**src/mgmt_irq_pkg.sv**
```systemverilog
/*
 * package for the management interrupt status/enable aggregator: register
 * offsets, reset values, writable bit masks and the carrier structs.
 * assumes the register port carries 8-bit data at byte offsets.
 */
package mgmt_irq_pkg;

    // ----------------------------------------------------------------
    // register offsets
    // ----------------------------------------------------------------
    localparam logic [7:0] OFS_STATUS_PERIPH_A   = 8'h10;
    localparam logic [7:0] OFS_STATUS_PERIPH_B   = 8'h11;
    localparam logic [7:0] OFS_STATUS_PINS_A     = 8'h12;
    localparam logic [7:0] OFS_STATUS_PINS_B     = 8'h13;
    localparam logic [7:0] OFS_STATUS_PINS_FAN   = 8'h14;
    localparam logic [7:0] OFS_RESERVED_GAP      = 8'h15;
    localparam logic [7:0] OFS_ENABLE_PERIPH_A   = 8'h16;
    localparam logic [7:0] OFS_ENABLE_PERIPH_B   = 8'h17;

    // ----------------------------------------------------------------
    // reset values and implemented-bit masks
    // ----------------------------------------------------------------
    localparam logic [7:0] RST_STATUS_PERIPH_A   = 8'h02;
    localparam logic [7:0] RST_ZERO              = 8'h00;
    localparam logic [7:0] MASK_PERIPH_A         = 8'hBE;
    localparam logic [7:0] MASK_PERIPH_B         = 8'h17;
    localparam logic [7:0] MASK_PINS_A           = 8'hF7;
    localparam logic [7:0] MASK_PINS_B           = 8'hFF;
    localparam logic [7:0] MASK_PINS_FAN         = 8'hCF;
    localparam logic [7:0] MASK_ENABLE_B         = 8'hF7;

    // ----------------------------------------------------------------
    // bit positions
    // ----------------------------------------------------------------
    localparam int BIT_PRINTER   = 1;
    localparam int BIT_SERIAL_B  = 2;
    localparam int BIT_SERIAL_A  = 3;
    localparam int BIT_FLOPPY    = 4;
    localparam int BIT_MIDI      = 5;
    localparam int BIT_WATCHDOG  = 7;
    localparam int BIT_MOUSE     = 0;
    localparam int BIT_KEYBOARD  = 1;
    localparam int BIT_INFRARED  = 2;
    localparam int BIT_KBC_GATE  = 4;
    localparam int BIT_TO_WAKE   = 5;
    localparam int BIT_TO_SERIRQ = 6;
    localparam int BIT_TO_PIN    = 7;

    // ----------------------------------------------------------------
    // carriers
    // ----------------------------------------------------------------
    typedef struct packed {
        logic       watchdog;
        logic       midi_port;
        logic       floppy;
        logic       serial_a;
        logic       serial_b;
        logic       mouse;
        logic       keyboard;
        logic       kbc_gate;
    } periph_req_t;

    typedef struct packed {
        logic [7:0] pins_a;
        logic [7:0] pins_b;
        logic [7:0] pins_fan;
    } pin_event_t;

    typedef struct packed {
        logic       wr;
        logic       rd;
        logic [7:0] addr;
        logic [7:0] wdata;
    } reg_req_t;

endpackage

```
**src/mgmt_irq_aggregator.sv**
```systemverilog
/*
 * management interrupt aggregator: five status registers, two enable
 * registers, one group interrupt routed to a pin, serial irq and wake logic.
 * assumes all inputs synchronous to clk; gpio/fan inputs are one-cycle event
 * pulses already qualified by their own edge logic; reset_n is the standby
 * power-on reset, main_reset_pulse covers main power, hard and soft resets.
 */
// How it works
// - periph_a resets 0x02; printer bit forced on resets
// - periph_a bits mirror sources, writes ignored
// - printer flag one while port inactive
// - active port: printer flag follows ack input
// - periph_a bit layout: serial, floppy, midi, watchdog
// - infrared flag set on any transition of the selected rx pin
// - reading periph_b clears infrared flag
// - mouse, keyboard, gate mirror sources in periph_b
// - pin status bits latch, write one clears
// - pins_a layout: gpio 20-22, 24-26, 60
// - pins_b layout: gpio 30-33, 41-43, 61
// - pins_fan: gpio 54-57, fan events 6,7
// - offset 15 reads zero
// - periph source counts only while its enable set; pin sources always count
// - enable bits share status bit positions
// - enable_b bit 5 routes group to wake
// - enable_b bit 6 routes group to serirq
// - enable_b bit 7 drives active-low pin
`timescale 1ns/1ps

module mgmt_irq_aggregator
    import mgmt_irq_pkg::*;
(
    input  wire logic        clk,
    input  wire logic        reset_n,
    input  wire logic        main_reset_pulse,
    input  wire reg_req_t    reg_req,
    output logic [7:0]       reg_rdata,
    input  wire periph_req_t periph_req,
    input  wire logic        printer_port_active,
    input  wire logic        printer_ack_input,
    input  wire logic        infrared_select,
    input  wire logic        serial_b_rx_pin,
    input  wire logic        infrared_rx_pin,
    input  wire pin_event_t  pin_event,
    output logic             group_mgmt_irq,
    output logic             mgmt_irq_pin_n,
    output logic             serirq_mgmt_req,
    output logic             power_wake_req
);

    // ----------------------------------------------------------------
    // state
    // ----------------------------------------------------------------
    logic [7:0] status_periph_a_q;
    logic [7:0] status_periph_b_q;
    logic [7:0] status_pins_a_q;
    logic [7:0] status_pins_b_q;
    logic [7:0] status_pins_fan_q;
    logic [7:0] enable_a_q;
    logic [7:0] enable_b_q;
    logic       ir_level_q;
    logic       ir_seen_q;
    logic       ir_sel_d;
    logic       group_d;

    // w1c update: a new event wins over a clear in the same cycle
    function automatic logic [7:0] w1c_next(input logic [7:0] cur,
                                            input logic [7:0] evt,
                                            input logic [7:0] clr,
                                            input logic [7:0] mask);
        w1c_next = ((cur & ~clr) | evt) & mask;
    endfunction

    function automatic logic wr_hit(input reg_req_t r, input logic [7:0] ofs);
        wr_hit = r.wr && (r.addr == ofs);
    endfunction

    // ----------------------------------------------------------------
    // peripheral mirrors
    // ----------------------------------------------------------------
    always_ff @(posedge clk) begin
        if (!reset_n) begin
            status_periph_a_q <= RST_STATUS_PERIPH_A;
        end else begin
            // level mirror; no write path exists for these bits
            status_periph_a_q                <= RST_ZERO;
            status_periph_a_q[BIT_PRINTER]   <= main_reset_pulse || !printer_port_active
                                                || printer_ack_input;
            status_periph_a_q[BIT_SERIAL_B]  <= periph_req.serial_b;
            status_periph_a_q[BIT_SERIAL_A]  <= periph_req.serial_a;
            status_periph_a_q[BIT_FLOPPY]    <= periph_req.floppy;
            status_periph_a_q[BIT_MIDI]      <= periph_req.midi_port;
            status_periph_a_q[BIT_WATCHDOG]  <= periph_req.watchdog;
        end
    end

    // ----------------------------------------------------------------
    // infrared edge detect and periph_b
    // ----------------------------------------------------------------
    assign ir_sel_d = infrared_select ? infrared_rx_pin : serial_b_rx_pin;

    always_ff @(posedge clk) begin
        if (!reset_n) begin
            ir_level_q <= 1'b0;
            ir_seen_q  <= 1'b0;
        end else begin
            ir_level_q <= ir_sel_d;
            ir_seen_q  <= 1'b1;
        end
    end

    always_ff @(posedge clk) begin
        if (!reset_n) begin
            status_periph_b_q <= RST_ZERO;
        end else begin
            status_periph_b_q[7:5]           <= 3'h0;
            status_periph_b_q[3]             <= 1'b0;
            status_periph_b_q[BIT_MOUSE]     <= periph_req.mouse;
            status_periph_b_q[BIT_KEYBOARD]  <= periph_req.keyboard;
            status_periph_b_q[BIT_KBC_GATE]  <= periph_req.kbc_gate;
            // a transition in the read cycle still sets the flag
            if (ir_seen_q && (ir_sel_d != ir_level_q)) begin
                status_periph_b_q[BIT_INFRARED] <= 1'b1;
            end else if (reg_req.rd && reg_req.addr == OFS_STATUS_PERIPH_B) begin
                status_periph_b_q[BIT_INFRARED] <= 1'b0;
            end
        end
    end

    // ----------------------------------------------------------------
    // latched pin events
    // ----------------------------------------------------------------
    always_ff @(posedge clk) begin
        if (!reset_n) begin
            status_pins_a_q   <= RST_ZERO;
            status_pins_b_q   <= RST_ZERO;
            status_pins_fan_q <= RST_ZERO;
        end else begin
            status_pins_a_q   <= w1c_next(status_pins_a_q, pin_event.pins_a,
                                 wr_hit(reg_req, OFS_STATUS_PINS_A) ? reg_req.wdata : RST_ZERO,
                                 MASK_PINS_A);
            status_pins_b_q   <= w1c_next(status_pins_b_q, pin_event.pins_b,
                                 wr_hit(reg_req, OFS_STATUS_PINS_B) ? reg_req.wdata : RST_ZERO,
                                 MASK_PINS_B);
            status_pins_fan_q <= w1c_next(status_pins_fan_q, pin_event.pins_fan,
                                 wr_hit(reg_req, OFS_STATUS_PINS_FAN) ? reg_req.wdata : RST_ZERO,
                                 MASK_PINS_FAN);
        end
    end

    // ----------------------------------------------------------------
    // enable registers
    // ----------------------------------------------------------------
    always_ff @(posedge clk) begin
        if (!reset_n) begin
            enable_a_q <= RST_ZERO;
            enable_b_q <= RST_ZERO;
        end else begin
            if (wr_hit(reg_req, OFS_ENABLE_PERIPH_A)) begin
                enable_a_q <= reg_req.wdata & MASK_PERIPH_A;
            end
            if (wr_hit(reg_req, OFS_ENABLE_PERIPH_B)) begin
                enable_b_q <= reg_req.wdata & MASK_ENABLE_B;
            end
        end
    end

    // ----------------------------------------------------------------
    // group interrupt and routing
    // ----------------------------------------------------------------
    // pin-group enables live outside this block, so those sources always count
    assign group_d = |(status_periph_a_q & enable_a_q)
                   | |(status_periph_b_q & enable_b_q & MASK_PERIPH_B)
                   | |status_pins_a_q | |status_pins_b_q
                   | |status_pins_fan_q;

    always_ff @(posedge clk) begin
        if (!reset_n) begin
            group_mgmt_irq  <= 1'b0;
            mgmt_irq_pin_n  <= 1'b1;
            serirq_mgmt_req <= 1'b0;
            power_wake_req  <= 1'b0;
        end else begin
            group_mgmt_irq  <= group_d;
            power_wake_req  <= group_d && enable_b_q[BIT_TO_WAKE];
            serirq_mgmt_req <= group_d && enable_b_q[BIT_TO_SERIRQ];
            mgmt_irq_pin_n  <= !(group_d && enable_b_q[BIT_TO_PIN]);
        end
    end

    // ----------------------------------------------------------------
    // read port
    // ----------------------------------------------------------------
    always_ff @(posedge clk) begin
        if (!reset_n) begin
            reg_rdata <= RST_ZERO;
        end else if (reg_req.rd) begin
            case (reg_req.addr)
                OFS_STATUS_PERIPH_A: reg_rdata <= status_periph_a_q;
                OFS_STATUS_PERIPH_B: reg_rdata <= status_periph_b_q;
                OFS_STATUS_PINS_A:   reg_rdata <= status_pins_a_q;
                OFS_STATUS_PINS_B:   reg_rdata <= status_pins_b_q;
                OFS_STATUS_PINS_FAN: reg_rdata <= status_pins_fan_q;
                OFS_RESERVED_GAP:    reg_rdata <= RST_ZERO;
                OFS_ENABLE_PERIPH_A: reg_rdata <= enable_a_q;
                OFS_ENABLE_PERIPH_B: reg_rdata <= enable_b_q;
                default:             reg_rdata <= RST_ZERO;
            endcase
        end else begin
            reg_rdata <= RST_ZERO;
        end
    end

endmodule

```
**config.mk**
```make
export PLATFORM = sky130hd
export DESIGN_NAME = mgmt_irq_aggregator
export DESIGN_NICKNAME = d
export VERILOG_FILES = /design/src/mgmt_irq_pkg.sv /design/src/mgmt_irq_aggregator.sv
export SDC_FILE = /design/constraint.sdc
export NUM_CORES = 1
export LEC_CHECK = 0
export ABC_CLOCK_PERIOD_IN_PS = 1900
export BUFFER_PORTS_ARGS = -buffer_cell sky130_fd_sc_hd__buf_4
export CAP_MARGIN = 20
export CORE_MARGIN = 4
export CORE_UTILIZATION = 35
export CTS_CLUSTER_SIZE = 24
export DETAILED_ROUTE_END_ITERATION = 8
export RECOVER_POWER = 50
export SLEW_MARGIN = 20
export SYNTH_ARGS = -nofsm -noshare
export SYNTH_HDL_FRONTEND = slang
export SYNTH_SLANG_ARGS = --single-unit
```
**constraint.sdc**
```tcl
create_clock -name clk -period 1.9 [get_ports clk]
set_input_delay 0.19 -clock clk [delete_from_list [all_inputs] [get_ports clk]]
set_output_delay 0.19 -clock clk [all_outputs]
set_load 0.03 [all_outputs]
```
Word level (Yosys, flattened, before mapping)
Cells that the tools add are included.
- output and inout port bits: 12
- input port bits: 58
- word-level logic and storage cells: 70
- register bits: 63
- reductions and logical operators: 21
- multiplexer cells: 8
- bitwise operators: 15
- equal/unequal tests: 8
- operator list (operator ; number):
    equality test 8 x 5 -> 1 bit (second input constant) ; 7
    case mux 8 bit (7 select lines) ; 1
    AND 8 bit ; 4
    OR reduction 8 bit ; 4
    two-way mux 8 bit ; 3
    inverter 8 bit ; 3
    OR 8 bit ; 3
    logical AND 1 bit ; 10
    AND 5 bit ; 1
    two-way mux 1 bit ; 4
    OR 1 bit ; 4
    OR reduction 4 bit ; 1
    logical NOT 1 bit ; 2
    logical OR 1 bit ; 2
    AND reduction 2 bit ; 1
    nonzero test 2 bit ; 1
    != test 1 bit ; 1

Longest topological paths before layout
- depth in word-level cells: 8
- depth in mapped cells: 6
- depth with buffers taken out: 4

Least setup slack after synthesis
Ideal clock, no wire load.
- path type: input port to flip-flop
- from: in reg_req[13] (netlist name)
- to: reg status_pins_a_q[0]
- cell stages on the path: 6
- library setup time: 0.144 ns
- data arrival time: 1.411 ns
- data required time: 1.756 ns
- slack: 0.345 ns
- buffers on the path: 2
- cell sequence: or4b_1 buf_6 nor3_4 and2_1 buf_2 a41oi_1
- word-level cells in the longest chain between the ends: 6
- ends and longest elaborated chain (item ; RTL line ; source):
    start, declared ; mgmt_irq_aggregator.sv:35 ; input wire reg_req_t reg_req,
    equality test 8 x 5 -> 1 bit ; mgmt_irq_aggregator.sv:74 ; wr_hit = r.wr && (r.addr == ofs);
    logical AND 1 bit ; mgmt_irq_aggregator.sv:74 ;
    two-way mux 8 bit ; mgmt_irq_aggregator.sv:139 ; wr_hit(reg_req, OFS_STATUS_PINS_A) ? reg_req.wdata : RST_ZERO,
    inverter 8 bit ; mgmt_irq_aggregator.sv:70 ; w1c_next = ((cur & ~clr) | evt) & mask;
    AND 8 bit ; mgmt_irq_aggregator.sv:70 ;
    OR 8 bit ; mgmt_irq_aggregator.sv:70 ;
    end signal, assigned ; mgmt_irq_aggregator.sv:138 ; status_pins_a_q <= w1c_next(status_pins_a_q, pin_event.pins_a,
    end, declared ; mgmt_irq_aggregator.sv:55 ; logic [7:0] status_pins_a_q;
Every way passes these cells.
A chain may end at the register's enable or synchronous reset.

Worst setup path after layout
- from: in reg_req[8] (netlist name)
- to: reg status_pins_b_q[1]
- word-level cells in the longest chain between the ends: 6
- ends and longest elaborated chain (item ; RTL line ; source):
    equality test 8 x 5 -> 1 bit ; mgmt_irq_aggregator.sv:74 ;
    logical AND 1 bit ; mgmt_irq_aggregator.sv:74 ;
    two-way mux 8 bit ; mgmt_irq_aggregator.sv:142 ; wr_hit(reg_req, OFS_STATUS_PINS_B) ? reg_req.wdata : RST_ZERO,
    inverter 8 bit ; mgmt_irq_aggregator.sv:70 ;
    AND 8 bit ; mgmt_irq_aggregator.sv:70 ;
    OR 8 bit ; mgmt_irq_aggregator.sv:70 ;
    end signal, assigned ; mgmt_irq_aggregator.sv:141 ; status_pins_b_q <= w1c_next(status_pins_b_q, pin_event.pins_b,
    end, declared ; mgmt_irq_aggregator.sv:56 ; logic [7:0] status_pins_b_q;
Every way passes these cells.

==> results.ini <==
[status]
status = complete, no violations

[floorplanning]
row_count = 30
die_width_um = 93.7
start_util_pct = 36.8
dieArea_um2 = 8780
die-height_um = 93.7
pin_count = 70
core_um2 = 6980

[timing]
tightest_slew_ns = 0.921
clock_skew_ns = 0.00537
post-route-worst-setup-slack_ns = 0.371
fin_hold_ws_ns = 0.0551
period_minus_slack_ns = 1.53
finalSetupViolations = 0
hold_viol_final = 0
fmax_mhz = 654
maxSlewHeadroom_pct = 38.4
finalSetupTns_ns = 0
finalMaxSlewViolations = 0
rsz0062_at_grt = no
period_share_pct = 80.5

[critical_path]
path_max_fanout = 18
crit_family = simple AND/OR/NAND/NOR gates
arrival_ns = 1.75
critical_path.slowest_cell = nor3b_1
critical_path_buf_inv_count = 2
worstPathCellList = buf_4 > nor3b_1 > and3_1 > buf_4 > a31oi_1
worst_path_most_repeated_cell = buf_4
required_ns = 2.12
crit_type = input port to register
cpPeakStageDelay_ns = 0.78
crit_path_end_kind = register
critPathLaunchType = input port

[synth]
synth-seq-cells = 58
synth_nets = 331
postSynthCellCount = 273
yosysSeqAreaShare_pct = 45.2
netlist_area_um2 = 2570
yosysWarnings = 0
yosysUniqueCellTypes = 47
syn_avg_cell_area_um2 = 9.42

[clock_tree]
cts_setup_buffers = 0
clockRootBuffer = clkbuf_8
cts.sink_count = 58
clockBufferDepth = 2
ctsHoldBuffers = 0
cts_made_buffers = 9
cts_tree = built
cts-resized-gates = 0
clkLatencyLatePin_ns = 0.33
clk_pin_slew_worst_paths_ns = 0.06
htree_levels = 3

[drt]
dr.pass1.iters = 4
wl_per_cell_um = 16.2
viasPerCell = 5.25
num_vias = 2350
drtIter0Drc = 193
drc_errors = 0
finalWirelength_mm = 7.24
ant_nets = 0

[pwr]
peakVddDrop_mv = 0.307
power_density_nw_per_um2 = 756
p_leak_nw = 1.36

[finish]
syn_to_final_growth_pct = 27.1
antenna_cells = 0
final_nets = 409
fin_cells = 448
drive_gt1_share_pct = 25.0
fillCellCount = 719

[placement]
post-place-ws_ns = 0.0895
io_buffer_count = 66
dp_cells = 436
gp_congestion = 0.913
dpl.hpwl_mm = 5.39

[grt]
grt_max_degree = 40
grt_pass1_wl_mm = 11.4
antenna_found_initial = 0
grt_usage_pct = 17.0
globalRouteOverflowTotal = 0
first_global_vias = 2259

[job]
maxCapViolations = 0

[worst_hold_path]
hp-class = input port to register

[worst reg2reg max path, stage by stage (launching register included)]
cell      delay [ns]
dfxtp_1         0.31
a222oi_1        0.37
nand3_1         0.12
nor3_1          0.19
clkbuf_1        0.24
or2_2           0.15
[state kept, by name, indices dropped and copies added, names as in the netlist]
register / cells
power_wake_req: 1
status_pins_fan_q: 6
ir_seen_q: 1
group_mgmt_irq: 1
enable_a_q: 6
mgmt_irq_pin_n: 1
reg_rdata: 8
status_pins_b_q: 8
status_periph_b_q: 4
status_pins_a_q: 7
enable_b_q: 7
serirq_mgmt_req: 1
ir_level_q: 1
status_periph_a_q: 6
[final cells by class]
cell class | instances | area [um2] | share of cell area, %
well taps | 96 | 120 | 3.68
inverters | 22 | 82.6 | 2.53
multi-input cells | 176 | 1190 | 36.6
repair buffers | 84 | 563 | 17.2
clock buffers | 11 | 141 | 4.33
clock inverters | 1 | 5.00 | 0.153
flip-flops and latches | 58 | 1160 | 35.5
[per-stage QoR]
| step | power (mW) | cell area, um2 | utilization (%) |
|---|---|---|---|
| 2_1_floorplan | 1.45 | 2570 | - |
| 3_3_place_gp | 1.59 | 3190 | 45.8 |
| 3_5_place_dp | 1.60 | 3190 | 45.8 |
| 4_1_cts | 2.50 | 3340 | 47.8 |
| 5_1_grt | 2.58 | 3270 | 46.8 |
| 6_report | 2.47 | 3270 | 46.8 |
[cells in the mapped netlist, drive strengths merged]
master | instances | share of area (%)
a32oi | 1 | 0.34
nand3b | 2 | 0.58
nand2 | 13 | 1.9
clkbuf | 10 | 3.0
o2111ai | 1 | 0.34
nand4bb | 1 | 0.44
and2 | 10 | 2.4
a21boi | 1 | 0.29
inv | 22 | 3.2
o31ai | 1 | 0.29
mux2i | 9 | 3.5
nor3 | 3 | 1.0
nand3 | 13 | 2.5
or3b | 2 | 0.68
nand2b | 1 | 0.24
a32o | 1 | 0.39
or2 | 1 | 0.24
a31oi | 15 | 3.6
nor4b | 2 | 1.3
and3 | 2 | 0.49
o2bb2ai | 1 | 0.34
a222oi | 1 | 0.39
nor4 | 5 | 1.8
a21oi | 8 | 1.6
nor3b | 3 | 1.3
or4b | 1 | 0.39
buf | 7 | 1.9
nor2b | 9 | 2.2
o21ai | 31 | 6.0
xnor2 | 1 | 0.34
nand4 | 2 | 0.49
and4b | 1 | 0.39
mux2 | 2 | 0.88
dfxtp | 58 | 45
a211oi | 2 | 0.58
nor2 | 8 | 1.2
mux4 | 2 | 1.8
a22oi | 7 | 2.0
a41oi | 7 | 2.4
a22o | 6 | 2.0
[metal layers]
layer  vias up  track usage [%]  wire length, um
met1      1101             22.1             3240
met3         9             5.93              587
met4         0             4.93               82
li1       1151                -                -
met2        89             26.7             3330
met5         -                0                0
[placed cells by master, fill, tap and decap left out, types with 2 or more instances in the layout]
cell type / instances
clkbuf_8: 10
mux4_2: 2
a21oi_1: 8
nand3b_1: 2
nor2_1: 8
buf_4: 65
and2_1: 8
nor3b_1: 2
clkbuf_1: 19
o21ai_0: 31
nand4_1: 2
inv_1: 22
a22oi_1: 7
or3b_2: 2
a31oi_1: 15
mux2_2: 2
a211oi_1: 2
and2_0: 2
nor4_1: 4
a41oi_1: 7
a22o_1: 6
mux2i_1: 9
nor2b_1: 9
nand3_1: 13
nor3_1: 2
dfxtp_1: 58
and3_1: 2
nand2_1: 13
[cells by family (layout without fill, tap and decap cells)]
family	count (synthesis)	in the layout	share of synthesized area [%]
buf+inv	39	118	8.18
compound gates	83	83	20.7
mux	13	13	6.13
flops	58	58	45.2
simple gates	79	79	19.5
xor+xnor	1	1	0.341
[final timing paths]
path / startpoint / to / slack [ns] / depth (start not counted)
worst min register to register: ir_seen_q / status_periph_b_q[2] / 0.45 / 2
worst max-delay path: reg_req[8] / status_pins_b_q[1] / 0.37 / 5
worst min-delay path: reg_req[3] / status_pins_b_q[3] / 0.06 / 2
worst max register to register: status_periph_a_q[1] / mgmt_irq_pin_n / 0.47 / 5
[power by group]
part | internal, mW | switching [mW]
registers | 1.27 | 0.0401
clock network | 0.476 | 0.425
logic | 0.140 | 0.123
total | 1.88 | 0.589
No activity file was read; power rests on OpenSTA's default activity.
